**src/hdl/dmt_defines.svh**
```systemverilog
// Offsets, field positions, reset values and counts of the adaptive control
`ifndef DMT_DEFINES_SVH
`define DMT_DEFINES_SVH

// Byte offsets on the register bus
`define DMT_CTRL1_OFS       5'h00
`define DMT_CTRL2_OFS       5'h04
`define DMT_STATUS_OFS      5'h08
`define DMT_MASK_OFS        5'h0c
`define DMT_OPPT_OFS        5'h10
`define DMT_FSTART_OFS      5'h14
`define DMT_LIMIT_OFS       5'h18

// Control register one fields
`define DMT_R2_MSB_BIT      0
`define DMT_GUARD_BIT       1
`define DMT_CAPTURE_LSB     2
`define DMT_ADAPT_LSB       5

// Control register two fields
`define DMT_R1_CODE_LSB     0
`define DMT_LOC_CODE_LSB    3
`define DMT_R2_LOW_LSB      6
`define DMT_LOCK_BIT        8
`define DMT_ALERT_EN_BIT    9
`define DMT_CTRL2_W         10

// Status and mask fields
`define DMT_ST_CAPTURE      0
`define DMT_ST_UNDERVOLT    1
`define DMT_ST_ADJUST       2
`define DMT_ST_W            3

// Reset values
`define DMT_CTRL1_RST       8'h00
`define DMT_CTRL2_RST       10'h000
`define DMT_OPPT_RST        8'h64
`define DMT_FSTART_RST      8'h5a
`define DMT_CORE_LIM_RST    8'h00
`define DMT_ZONE_LO_RST     8'h28
`define DMT_ZONE_HI_RST     8'h64

// Monitoring cycles before a step at interval code zero
`define DMT_DEC_BASE        12'h008
`define DMT_INC_BASE        12'h010
`endif

```
**src/hdl/dmt_pkg.sv**
```systemverilog
// Types shared by the adaptive fan-start control logic
package dmt_pkg;
	typedef enum logic [1:0] {ADJ_HOLD, ADJ_DOWN, ADJ_UP} adj_dir_t;
	typedef logic [7:0] temp_t;
	typedef logic [11:0] cycles_t;
endpackage

```
**src/hdl/dynamic_min_temp_control_config.sv**
```systemverilog
// Adaptive fan-start temperature control register bank
//
// What this block does
// - Bit 0 holds remote-2 interval code MSB
// - Interval code sets monitoring cycles between adjustments
// - Guarded core undervoltage sets status bit 1
// - Guarded undervoltage raises alert when alerts enabled
// - Guarded undervoltage suspends hot monitoring and adaptation
// - Guarded undervoltage blocks entry to shutdown
// - Voltage back at or above limit restores all but status bit 1, which stays set until cleared
// - Bit 2 captures remote-1 temperature on alarm
// - Bit 3 captures local temperature on alarm
// - Bit 4 captures remote-2 temperature on alarm
// - Capture bit clear leaves operating point alone
// - Bit 5 adapts remote-1 fan-start temperature
// - Bit 6 adapts local fan-start temperature
// - Bit 7 adapts remote-2 fan-start temperature
// - Adapt bit clear keeps fan-start temperature fixed
// - Lock bit makes register read-only
// - Code 000 is 8 down, 16 up, doubling
// - Register clears to zero at reset
`timescale 1ns/1ps
`include "dmt_defines.svh"

module dynamic_min_temp_control_config (
	input  wire logic        i_mclk,
	input  wire logic        i_resetn,
	input  wire logic [4:0]  i_avs_address,
	input  wire logic        i_avs_read,
	input  wire logic        i_avs_write,
	input  wire logic [31:0] i_avs_writedata,
	input  wire logic [3:0]  i_avs_byteenable,
	output logic      [31:0] o_avs_readdata,
	output logic             o_avs_waitrequest,
	input  wire logic        i_monitor_tick,
	input  wire logic [7:0]  i_temp_remote1,
	input  wire logic [7:0]  i_temp_local,
	input  wire logic [7:0]  i_temp_remote2,
	input  wire logic [7:0]  i_core_voltage_input,
	input  wire logic        i_thermal_alarm_pin_n,
	input  wire logic        i_shutdown_req,
	output logic             o_irq,
	output logic             o_smbalert,
	output logic             o_processor_hot_monitor_en,
	output logic             o_shutdown_en,
	output logic      [23:0] o_fan_start_temperature,
	output logic      [2:0]  o_adaptive_active
);
	import dmt_pkg::*;

	////////////////////////////////////////////////////////////////////////
	// Helpers

	function automatic logic [31:0] merge(input logic [31:0] old_v,
		input logic [31:0] new_v, input logic [3:0] be);
		logic [31:0] res;
		res = old_v;
		for (int b = 0; b < 4; b++) begin
			if (be[b]) begin
				res[8*b +: 8] = new_v[8*b +: 8];
			end
		end
		return res;
	endfunction

	function automatic cycles_t period(input logic [2:0] code,
		input logic up);
		cycles_t base;
		base = up ? `DMT_INC_BASE : `DMT_DEC_BASE;
		return cycles_t'(base << code);
	endfunction

	////////////////////////////////////////////////////////////////////////
	// Registers and wires

	logic [7:0]              ctrl1_r;
	logic [`DMT_CTRL2_W-1:0] ctrl2_r;
	logic [`DMT_ST_W-1:0]    status_r;
	logic [`DMT_ST_W-1:0]    mask_r;
	temp_t                   oppt_r [3];
	temp_t                   fstart_r [3];
	temp_t                   core_lim_r;
	temp_t                   zone_lo_r;
	temp_t                   zone_hi_r;
	logic                    wait_r;
	logic                    alarm_s1_r;
	logic                    alarm_s2_r;
	logic                    alarm_prev_r;
	logic                    guard_active_r;
	cycles_t                 cnt_r [3];
	adj_dir_t                dir_r [3];
	logic [31:0]             rd_nxt;
	logic                    commit;
	logic                    wr_ctrl1;
	logic                    wr_ctrl2;
	logic                    wr_status;
	logic                    wr_mask;
	logic                    wr_oppt;
	logic                    wr_fstart;
	logic                    wr_limit;
	logic                    alarm_edge;
	logic                    lock;
	logic                    guard_nxt;
	temp_t                   temp [3];
	logic [2:0]              code [3];
	logic [2:0]              run;
	logic [2:0]              fire;
	adj_dir_t                dir_now [3];
	logic [`DMT_ST_W-1:0]    st_set;

	assign temp[0] = i_temp_remote1;
	assign temp[1] = i_temp_local;
	assign temp[2] = i_temp_remote2;
	assign lock    = ctrl2_r[`DMT_LOCK_BIT];

	////////////////////////////////////////////////////////////////////////
	// Avalon slave: one wait cycle, commit on the cycle waitrequest is low

	assign commit    = i_avs_write & ~wait_r;
	assign wr_ctrl1  = commit && i_avs_address[4:2] == `DMT_CTRL1_OFS >> 2;
	assign wr_ctrl2  = commit && i_avs_address[4:2] == `DMT_CTRL2_OFS >> 2;
	assign wr_status = commit && i_avs_address[4:2] == `DMT_STATUS_OFS >> 2;
	assign wr_mask   = commit && i_avs_address[4:2] == `DMT_MASK_OFS >> 2;
	assign wr_oppt   = commit && i_avs_address[4:2] == `DMT_OPPT_OFS >> 2;
	assign wr_fstart = commit && i_avs_address[4:2] == `DMT_FSTART_OFS >> 2;
	assign wr_limit  = commit && i_avs_address[4:2] == `DMT_LIMIT_OFS >> 2;

	always_ff @(posedge i_mclk) begin
		if (!i_resetn) begin
			wait_r <= 1'b1;
		end else begin
			wait_r <= ~((i_avs_read | i_avs_write) & wait_r);
		end
	end

	always_comb begin
		rd_nxt = 32'h0000_0000;
		case (i_avs_address[4:2])
		3'(`DMT_CTRL1_OFS >> 2): rd_nxt[7:0] = ctrl1_r;
		3'(`DMT_CTRL2_OFS >> 2): rd_nxt[`DMT_CTRL2_W-1:0] = ctrl2_r;
		3'(`DMT_STATUS_OFS >> 2): rd_nxt[`DMT_ST_W-1:0] = status_r;
		3'(`DMT_MASK_OFS >> 2): rd_nxt[`DMT_ST_W-1:0] = mask_r;
		3'(`DMT_OPPT_OFS >> 2): rd_nxt[23:0] = {oppt_r[2], oppt_r[1],
			oppt_r[0]};
		3'(`DMT_FSTART_OFS >> 2): rd_nxt[23:0] = {fstart_r[2],
			fstart_r[1], fstart_r[0]};
		3'(`DMT_LIMIT_OFS >> 2): rd_nxt[23:0] = {zone_hi_r, zone_lo_r,
			core_lim_r};
		default: rd_nxt = 32'h0000_0000;
		endcase
	end

	always_ff @(posedge i_mclk) begin
		if (!i_resetn) begin
			o_avs_readdata <= 32'h0000_0000;
		end else if (i_avs_read & wait_r) begin
			o_avs_readdata <= rd_nxt;
		end
	end

	assign o_avs_waitrequest = wait_r;

	////////////////////////////////////////////////////////////////////////
	// Configuration registers

	always_ff @(posedge i_mclk) begin
		if (!i_resetn) begin
			ctrl1_r <= `DMT_CTRL1_RST;
		end else if (wr_ctrl1 && !lock) begin
			ctrl1_r <= 8'(merge({24'h00_0000, ctrl1_r}, i_avs_writedata,
				i_avs_byteenable));
		end
	end

	always_ff @(posedge i_mclk) begin
		if (!i_resetn) begin
			ctrl2_r <= `DMT_CTRL2_RST;
		end else if (wr_ctrl2 && !lock) begin
			ctrl2_r <= `DMT_CTRL2_W'(merge({22'h00_0000, ctrl2_r},
				i_avs_writedata, i_avs_byteenable));
		end
	end

	always_ff @(posedge i_mclk) begin
		if (!i_resetn) begin
			mask_r     <= '0;
			core_lim_r <= `DMT_CORE_LIM_RST;
			zone_lo_r  <= `DMT_ZONE_LO_RST;
			zone_hi_r  <= `DMT_ZONE_HI_RST;
		end else begin
			if (wr_mask && i_avs_byteenable[0]) begin
				mask_r <= i_avs_writedata[`DMT_ST_W-1:0];
			end
			if (wr_limit) begin
				{zone_hi_r, zone_lo_r, core_lim_r} <= 24'(merge({8'h00,
					zone_hi_r, zone_lo_r, core_lim_r}, i_avs_writedata,
					i_avs_byteenable));
			end
		end
	end

	////////////////////////////////////////////////////////////////////////
	// Core undervoltage guard

	assign guard_nxt = ctrl1_r[`DMT_GUARD_BIT] &
		(i_core_voltage_input < core_lim_r);

	always_ff @(posedge i_mclk) begin
		if (!i_resetn) begin
			guard_active_r <= 1'b0;
		end else begin
			guard_active_r <= guard_nxt;
		end
	end

	always_ff @(posedge i_mclk) begin
		if (!i_resetn) begin
			o_smbalert                 <= 1'b0;
			o_processor_hot_monitor_en <= 1'b1;
			o_shutdown_en              <= 1'b0;
		end else begin
			o_smbalert <= guard_active_r &
				ctrl2_r[`DMT_ALERT_EN_BIT];
			o_processor_hot_monitor_en <= ~guard_active_r;
			o_shutdown_en <= i_shutdown_req & ~guard_active_r;
		end
	end

	////////////////////////////////////////////////////////////////////////
	// Thermal alarm pin: synchronise, then detect assertion

	always_ff @(posedge i_mclk) begin
		if (!i_resetn) begin
			alarm_s1_r   <= 1'b1;
			alarm_s2_r   <= 1'b1;
			alarm_prev_r <= 1'b1;
		end else begin
			alarm_s1_r   <= i_thermal_alarm_pin_n;
			alarm_s2_r   <= alarm_s1_r;
			alarm_prev_r <= alarm_s2_r;
		end
	end

	assign alarm_edge = ~alarm_s2_r & alarm_prev_r;

	always_ff @(posedge i_mclk) begin
		if (!i_resetn) begin
			for (int i = 0; i < 3; i++) begin
				oppt_r[i] <= `DMT_OPPT_RST;
			end
		end else begin
			for (int i = 0; i < 3; i++) begin
				if (alarm_edge && ctrl1_r[`DMT_CAPTURE_LSB+i]) begin
					oppt_r[i] <= temp[i];
				end else if (wr_oppt && !lock && i_avs_byteenable[i]) begin
					oppt_r[i] <= i_avs_writedata[8*i +: 8];
				end
			end
		end
	end

	////////////////////////////////////////////////////////////////////////
	// Adaptive fan-start temperature

	assign code[0] = ctrl2_r[`DMT_R1_CODE_LSB +: 3];
	assign code[1] = ctrl2_r[`DMT_LOC_CODE_LSB +: 3];
	assign code[2] = {ctrl1_r[`DMT_R2_MSB_BIT],
		ctrl2_r[`DMT_R2_LOW_LSB +: 2]};

	always_comb begin
		for (int i = 0; i < 3; i++) begin
			run[i] = ctrl1_r[`DMT_ADAPT_LSB+i] & ~guard_active_r;
			if (temp[i] > oppt_r[i] && fstart_r[i] > zone_lo_r) begin
				dir_now[i] = ADJ_DOWN;
			end else if (temp[i] < oppt_r[i] && fstart_r[i] < zone_hi_r) begin
				dir_now[i] = ADJ_UP;
			end else begin
				dir_now[i] = ADJ_HOLD;
			end
			fire[i] = i_monitor_tick && run[i] && dir_now[i] != ADJ_HOLD &&
				dir_now[i] == dir_r[i] && cycles_t'(cnt_r[i] + 12'h001) >=
				period(code[i], dir_now[i] == ADJ_UP);
		end
	end

	always_ff @(posedge i_mclk) begin
		if (!i_resetn) begin
			for (int i = 0; i < 3; i++) begin
				cnt_r[i] <= '0;
				dir_r[i] <= ADJ_HOLD;
			end
		end else begin
			for (int i = 0; i < 3; i++) begin
				if (!run[i]) begin
					cnt_r[i] <= '0;
					dir_r[i] <= ADJ_HOLD;
				end else if (i_monitor_tick) begin
					if (dir_now[i] != dir_r[i] || fire[i]) begin
						cnt_r[i] <= '0;
					end else if (dir_now[i] != ADJ_HOLD) begin
						cnt_r[i] <= cycles_t'(cnt_r[i] + 12'h001);
					end
					dir_r[i] <= dir_now[i];
				end
			end
		end
	end

	always_ff @(posedge i_mclk) begin
		if (!i_resetn) begin
			for (int i = 0; i < 3; i++) begin
				fstart_r[i] <= `DMT_FSTART_RST;
			end
		end else begin
			for (int i = 0; i < 3; i++) begin
				if (wr_fstart && i_avs_byteenable[i]) begin
					fstart_r[i] <= i_avs_writedata[8*i +: 8];
				end else if (fire[i]) begin
					fstart_r[i] <= (dir_r[i] == ADJ_UP) ?
						8'(fstart_r[i] + 8'h01) : 8'(fstart_r[i] - 8'h01);
				end
			end
		end
	end

	always_ff @(posedge i_mclk) begin
		if (!i_resetn) begin
			o_fan_start_temperature <= {3{`DMT_FSTART_RST}};
			o_adaptive_active       <= 3'h0;
		end else begin
			o_fan_start_temperature <= {fstart_r[2], fstart_r[1],
				fstart_r[0]};
			o_adaptive_active <= run;
		end
	end

	////////////////////////////////////////////////////////////////////////
	// Interrupt status, set wins over write-one-to-clear

	always_comb begin
		st_set = '0;
		st_set[`DMT_ST_CAPTURE] = alarm_edge & |ctrl1_r[`DMT_CAPTURE_LSB +: 3];
		st_set[`DMT_ST_UNDERVOLT] = guard_active_r;
		st_set[`DMT_ST_ADJUST] = |fire;
	end

	always_ff @(posedge i_mclk) begin
		if (!i_resetn) begin
			status_r <= '0;
			o_irq    <= 1'b0;
		end else begin
			status_r <= (status_r & ~((wr_status && i_avs_byteenable[0]) ?
				i_avs_writedata[`DMT_ST_W-1:0] : '0)) | st_set;
			o_irq <= |(status_r & mask_r);
		end
	end

	for (genvar g = 0; g < 3; g++) begin : g_chk

	end
endmodule

```
**config.mk**
```make
export PLATFORM = sky130hd
export DESIGN_NAME = dynamic_min_temp_control_config
export DESIGN_NICKNAME = d
export VERILOG_FILES = /design/src/hdl/dmt_pkg.sv /design/src/hdl/dynamic_min_temp_control_config.sv
export VERILOG_INCLUDE_DIRS = /design/src /design/src/hdl
export SDC_FILE = /design/constraint.sdc
export NUM_CORES = 1
export LEC_CHECK = 0
export ABC_AREA = 1
export BUFFER_PORTS_ARGS = -buffer_cell sky130_fd_sc_hd__buf_4
export CORE_AREA = 5 5 160 162
export DETAILED_ROUTE_END_ITERATION = 8
export DIE_AREA = 0 0 165 167
export PLACE_DENSITY = 0.74
export RECOVER_POWER = 100
export SYNTH_ARGS = -nofsm -noshare
export SYNTH_HDL_FRONTEND = slang
export SYNTH_SLANG_ARGS = --single-unit
```
**constraint.sdc**
```tcl
create_clock -name i_mclk -period 4.6 [get_ports i_mclk]
set_clock_uncertainty 0.2 [all_clocks]
set_input_delay 0.23 -clock i_mclk [delete_from_list [all_inputs] [get_ports i_mclk]]
set_output_delay 0.23 -clock i_mclk [all_outputs]
set_load 0.03 [all_outputs]
```
==> flow_metrics.env <==
export IMPL_outcome="finished with violations"
export IMPL_violations="max-capacitance violations, max-slew violations"
export IMPL_worst_path_max_fanout=9
export IMPL_drc_errors=0
export IMPL_nFillCells=2125
export IMPL_final_cells=2098
export IMPL_syn2layout_area_growth_pct=15.3
export IMPL_slew_viol_final=17
export IMPL_drive_above_1_share=0.104
export IMPL_wl_um=36600
export IMPL_fin_util=0.619
export IMPL_grt_pass1_vias=11000
export IMPL_synth_warnings=0
export IMPL_root_buffer="clkbuf_16"
export IMPL_clk_latency_ns=0.45
export IMPL_slew_limit_headroom=-0.111
export IMPL_globalRouteTotalUtil=0.265
export IMPL_ir_worst_vdd_mv=0.224
export IMPL_rsz0062_at_grt="false"
export IMPL_end_kind="flip-flop"
export IMPL_timing_rr_start="o_avs_waitrequest"
export IMPL_arrival_ns=4.22
export IMPL_drv_cap=1
export IMPL_power_leakage_nw=6.60
export IMPL_worst_pin_slew_ns=1.65
export IMPL_setup_viol=0
export IMPL_cts_num_sinks=198
export IMPL_fp_dieArea_um2=27600
export IMPL_overflow=0
export IMPL_layout_nets=1976
export IMPL_coreArea_um2=24000
export IMPL_die_h_um=167
export IMPL_drtIter0Drc=1089
export IMPL_via_per_inst=5.52
export IMPL_cts_tree="yes"
export IMPL_critical_path_class="in -> reg"
export IMPL_grt_max_degree=58
export IMPL_grt_pass1_wl_um=57800
export IMPL_r2r_setup_slack_ns=0.38
export IMPL_fin_crit_ns=4.24
export IMPL_antenna_found_initial=1
export IMPL_io_pins=144
export IMPL_hold_start="i_core_voltage_input[7]"
export IMPL_dp_hpwl_um=27300
export IMPL_ys_ff_latch=198
export IMPL_num_vias=11600
export IMPL_p_per_area_nw_per_um2=261
export IMPL_syn_inst=1594
export IMPL_initial_core_util=0.537
export IMPL_critPathRequiredTime_ns=4.58
export IMPL_synth_seq_area_share=0.378
export IMPL_cts_max_path_buffers=2
export IMPL_power_mw=3.88
export IMPL_port_buffers=124
export IMPL_yosysUniqueCellTypes=56
export IMPL_post_cts_buffers=0
export IMPL_layout_commonest_cell="nand2_1"
export IMPL_wl_per_cell_um=17.4
export IMPL_worstHoldPathType="in -> reg"
export IMPL_crit_start="i_temp_local[7]"
export IMPL_die_x_um=165
export IMPL_cts_max_level=4
export IMPL_synth_area_um2=12900
export IMPL_rows=57
export IMPL_period_share=0.921
export IMPL_finalHoldViolCount=0
export IMPL_setup_tns_ns=0
export IMPL_synth_avg_cell_area_um2=8.08
export IMPL_fmax_mhz=236
export IMPL_final_cell_mix="nand2_1, inv_1, ha_1, a21oi_1, nor2_1"
export IMPL_ant_nets=0
export IMPL_numCtsBuffers=17
export IMPL_setup_worst_path_start_class="input port"
export IMPL_dpl_cell_count=2004
export IMPL_dr_pass1_iters=7
export IMPL_gp_congestion=0.923
export IMPL_cts_clk_slew_worst_paths_ns=0.08
## cell type report
| type | count | area [um2] | area share |
|---|---|---|---|
| timing repair buffer | 192 | 1370 | 0.0920 |
| tap | 324 | 405 | 0.0273 |
| clock buffer | 18 | 429 | 0.0289 |
| antenna | 1 | 2.50 | 0.000169 |
| multi-input combinational | 1112 | 6760 | 0.455 |
| clock inverter | 14 | 116 | 0.00784 |
| inverter | 239 | 900 | 0.0606 |
| sequential | 198 | 4860 | 0.328 |
## layer usage
metal	wire length (um)	vias up	track usage
met5	0	-	0
met4	1120	0	0.0944
met3	2950	77	0.0366
met2	17100	529	0.432
met1	15400	5343	0.358
li1	-	5622	-
## kinds of logic after synthesis
| logic type | count (synthesis) | synth area share |
|---|---|---|
| simple gates | 629 | 0.231 |
| compound gates | 294 | 0.136 |
| buf+inv | 291 | 0.0899 |
| flops | 198 | 0.378 |
| fa+ha+maj | 136 | 0.134 |
| xor+xnor | 45 | 0.0306 |
| other cells | 1 | 0.000291 |
## repair_timing
item / CTS / global route
endpoints found under the setup margin: 0 / 12
gates resized for setup: 0 / 1
hold endpoints to repair: 81 / 0
hold buffers: 61 / 0
## synth_stat cells, drive strengths merged
| library cell | number | area share |
|---|---|---|
| a221oi | 2 | 0.0014 |
| nor3 | 13 | 0.0075 |
| nand4 | 37 | 0.019 |
| xor2 | 33 | 0.022 |
| xnor2 | 12 | 0.0082 |
| nor4b | 1 | 0.00068 |
| o221ai | 10 | 0.0068 |
| nor4 | 3 | 0.0015 |
| o2111ai | 2 | 0.0014 |
| nand2 | 345 | 0.11 |
| dfxtp | 108 | 0.17 |
| a21o | 5 | 0.0029 |
| nor2 | 134 | 0.048 |
| and2 | 1 | 0.00049 |
| a211oi | 8 | 0.0047 |
| o21ai | 73 | 0.028 |
| clkbuf | 28 | 0.0082 |
| fa | 3 | 0.0047 |
| a22oi | 1 | 0.00058 |
| o22ai | 16 | 0.0078 |
| a21oi | 136 | 0.059 |
| o21a | 5 | 0.0029 |
| nand2b | 3 | 0.0015 |
| ha | 133 | 0.13 |
| o21bai | 2 | 0.0012 |
| or2 | 18 | 0.0087 |
| conb | 1 | 0.00029 |
| o211ai | 21 | 0.012 |
| edfxtp | 90 | 0.21 |
| buf | 24 | 0.012 |
| and3 | 1 | 0.00049 |
| inv | 239 | 0.070 |
| nand3 | 71 | 0.036 |
| o31ai | 7 | 0.0041 |
| nand3b | 2 | 0.0012 |
| a31oi | 6 | 0.0029 |
## state kept, by name, indices dropped and copies added, names as in the netlist, 3 cells and up
signal and cells:
o_fan_start_temperature 24, ctrl2_r 10, o_adaptive_active 3, oppt_r 24, fstart_r 24, mask_r 3
cnt_r 36, ctrl1_r 8, dir_r 6, zone_hi_r 8, core_lim_r 8, zone_lo_r 8
o_avs_readdata 24, status_r 3
## path summary, 6_finish.rpt
path | endpoint | cells after the start
max | fstart_r[1][1] | 21
min | guard_active_r | 5
max reg2reg | oppt_r[2][6] | 11
min reg2reg | alarm_s2_r | 1
## through the flow
stage	hold slack, ns	setup WS [ns]	instance area [um2]
5_1_grt	0.00600	0.0211	14800
2_1_floorplan	0.137	1.04	12900
3_3_place_gp	0.202	0.473	14000
3_5_place_dp	0.207	0.414	14000
6_report	0.00274	0.362	14800
4_1_cts	0.00546	0.383	15200
## where the power goes
part           internal [mW]  total [mW]  switching [mW]  leakage [nW]
clock network          0.711        1.46           0.748         0.270
registers               1.87        1.90          0.0300          1.79
logic                  0.190       0.519           0.329          4.54
## worst max-delay path, cell delays in order
cell	delay, ns
dlygate4sd3_1	0.54
buf_4	0.15
ha_1	0.31
nand2_2	0.11
inv_2	0.03
nand2_1	0.06
nand3_2	0.10
a21oi_4	0.17
nand3_4	0.12
ha_1	0.36
nand3_1	0.10
ha_1	0.29
nand2_1	0.09
nor4_1	0.31
nor2_1	0.18
nor2_8	0.17
nand2_1	0.23
nand3_4	0.27
nand2_8	0.13
inv_4	0.17
nand3_1	0.09
(Power assumes the default switching activity.)
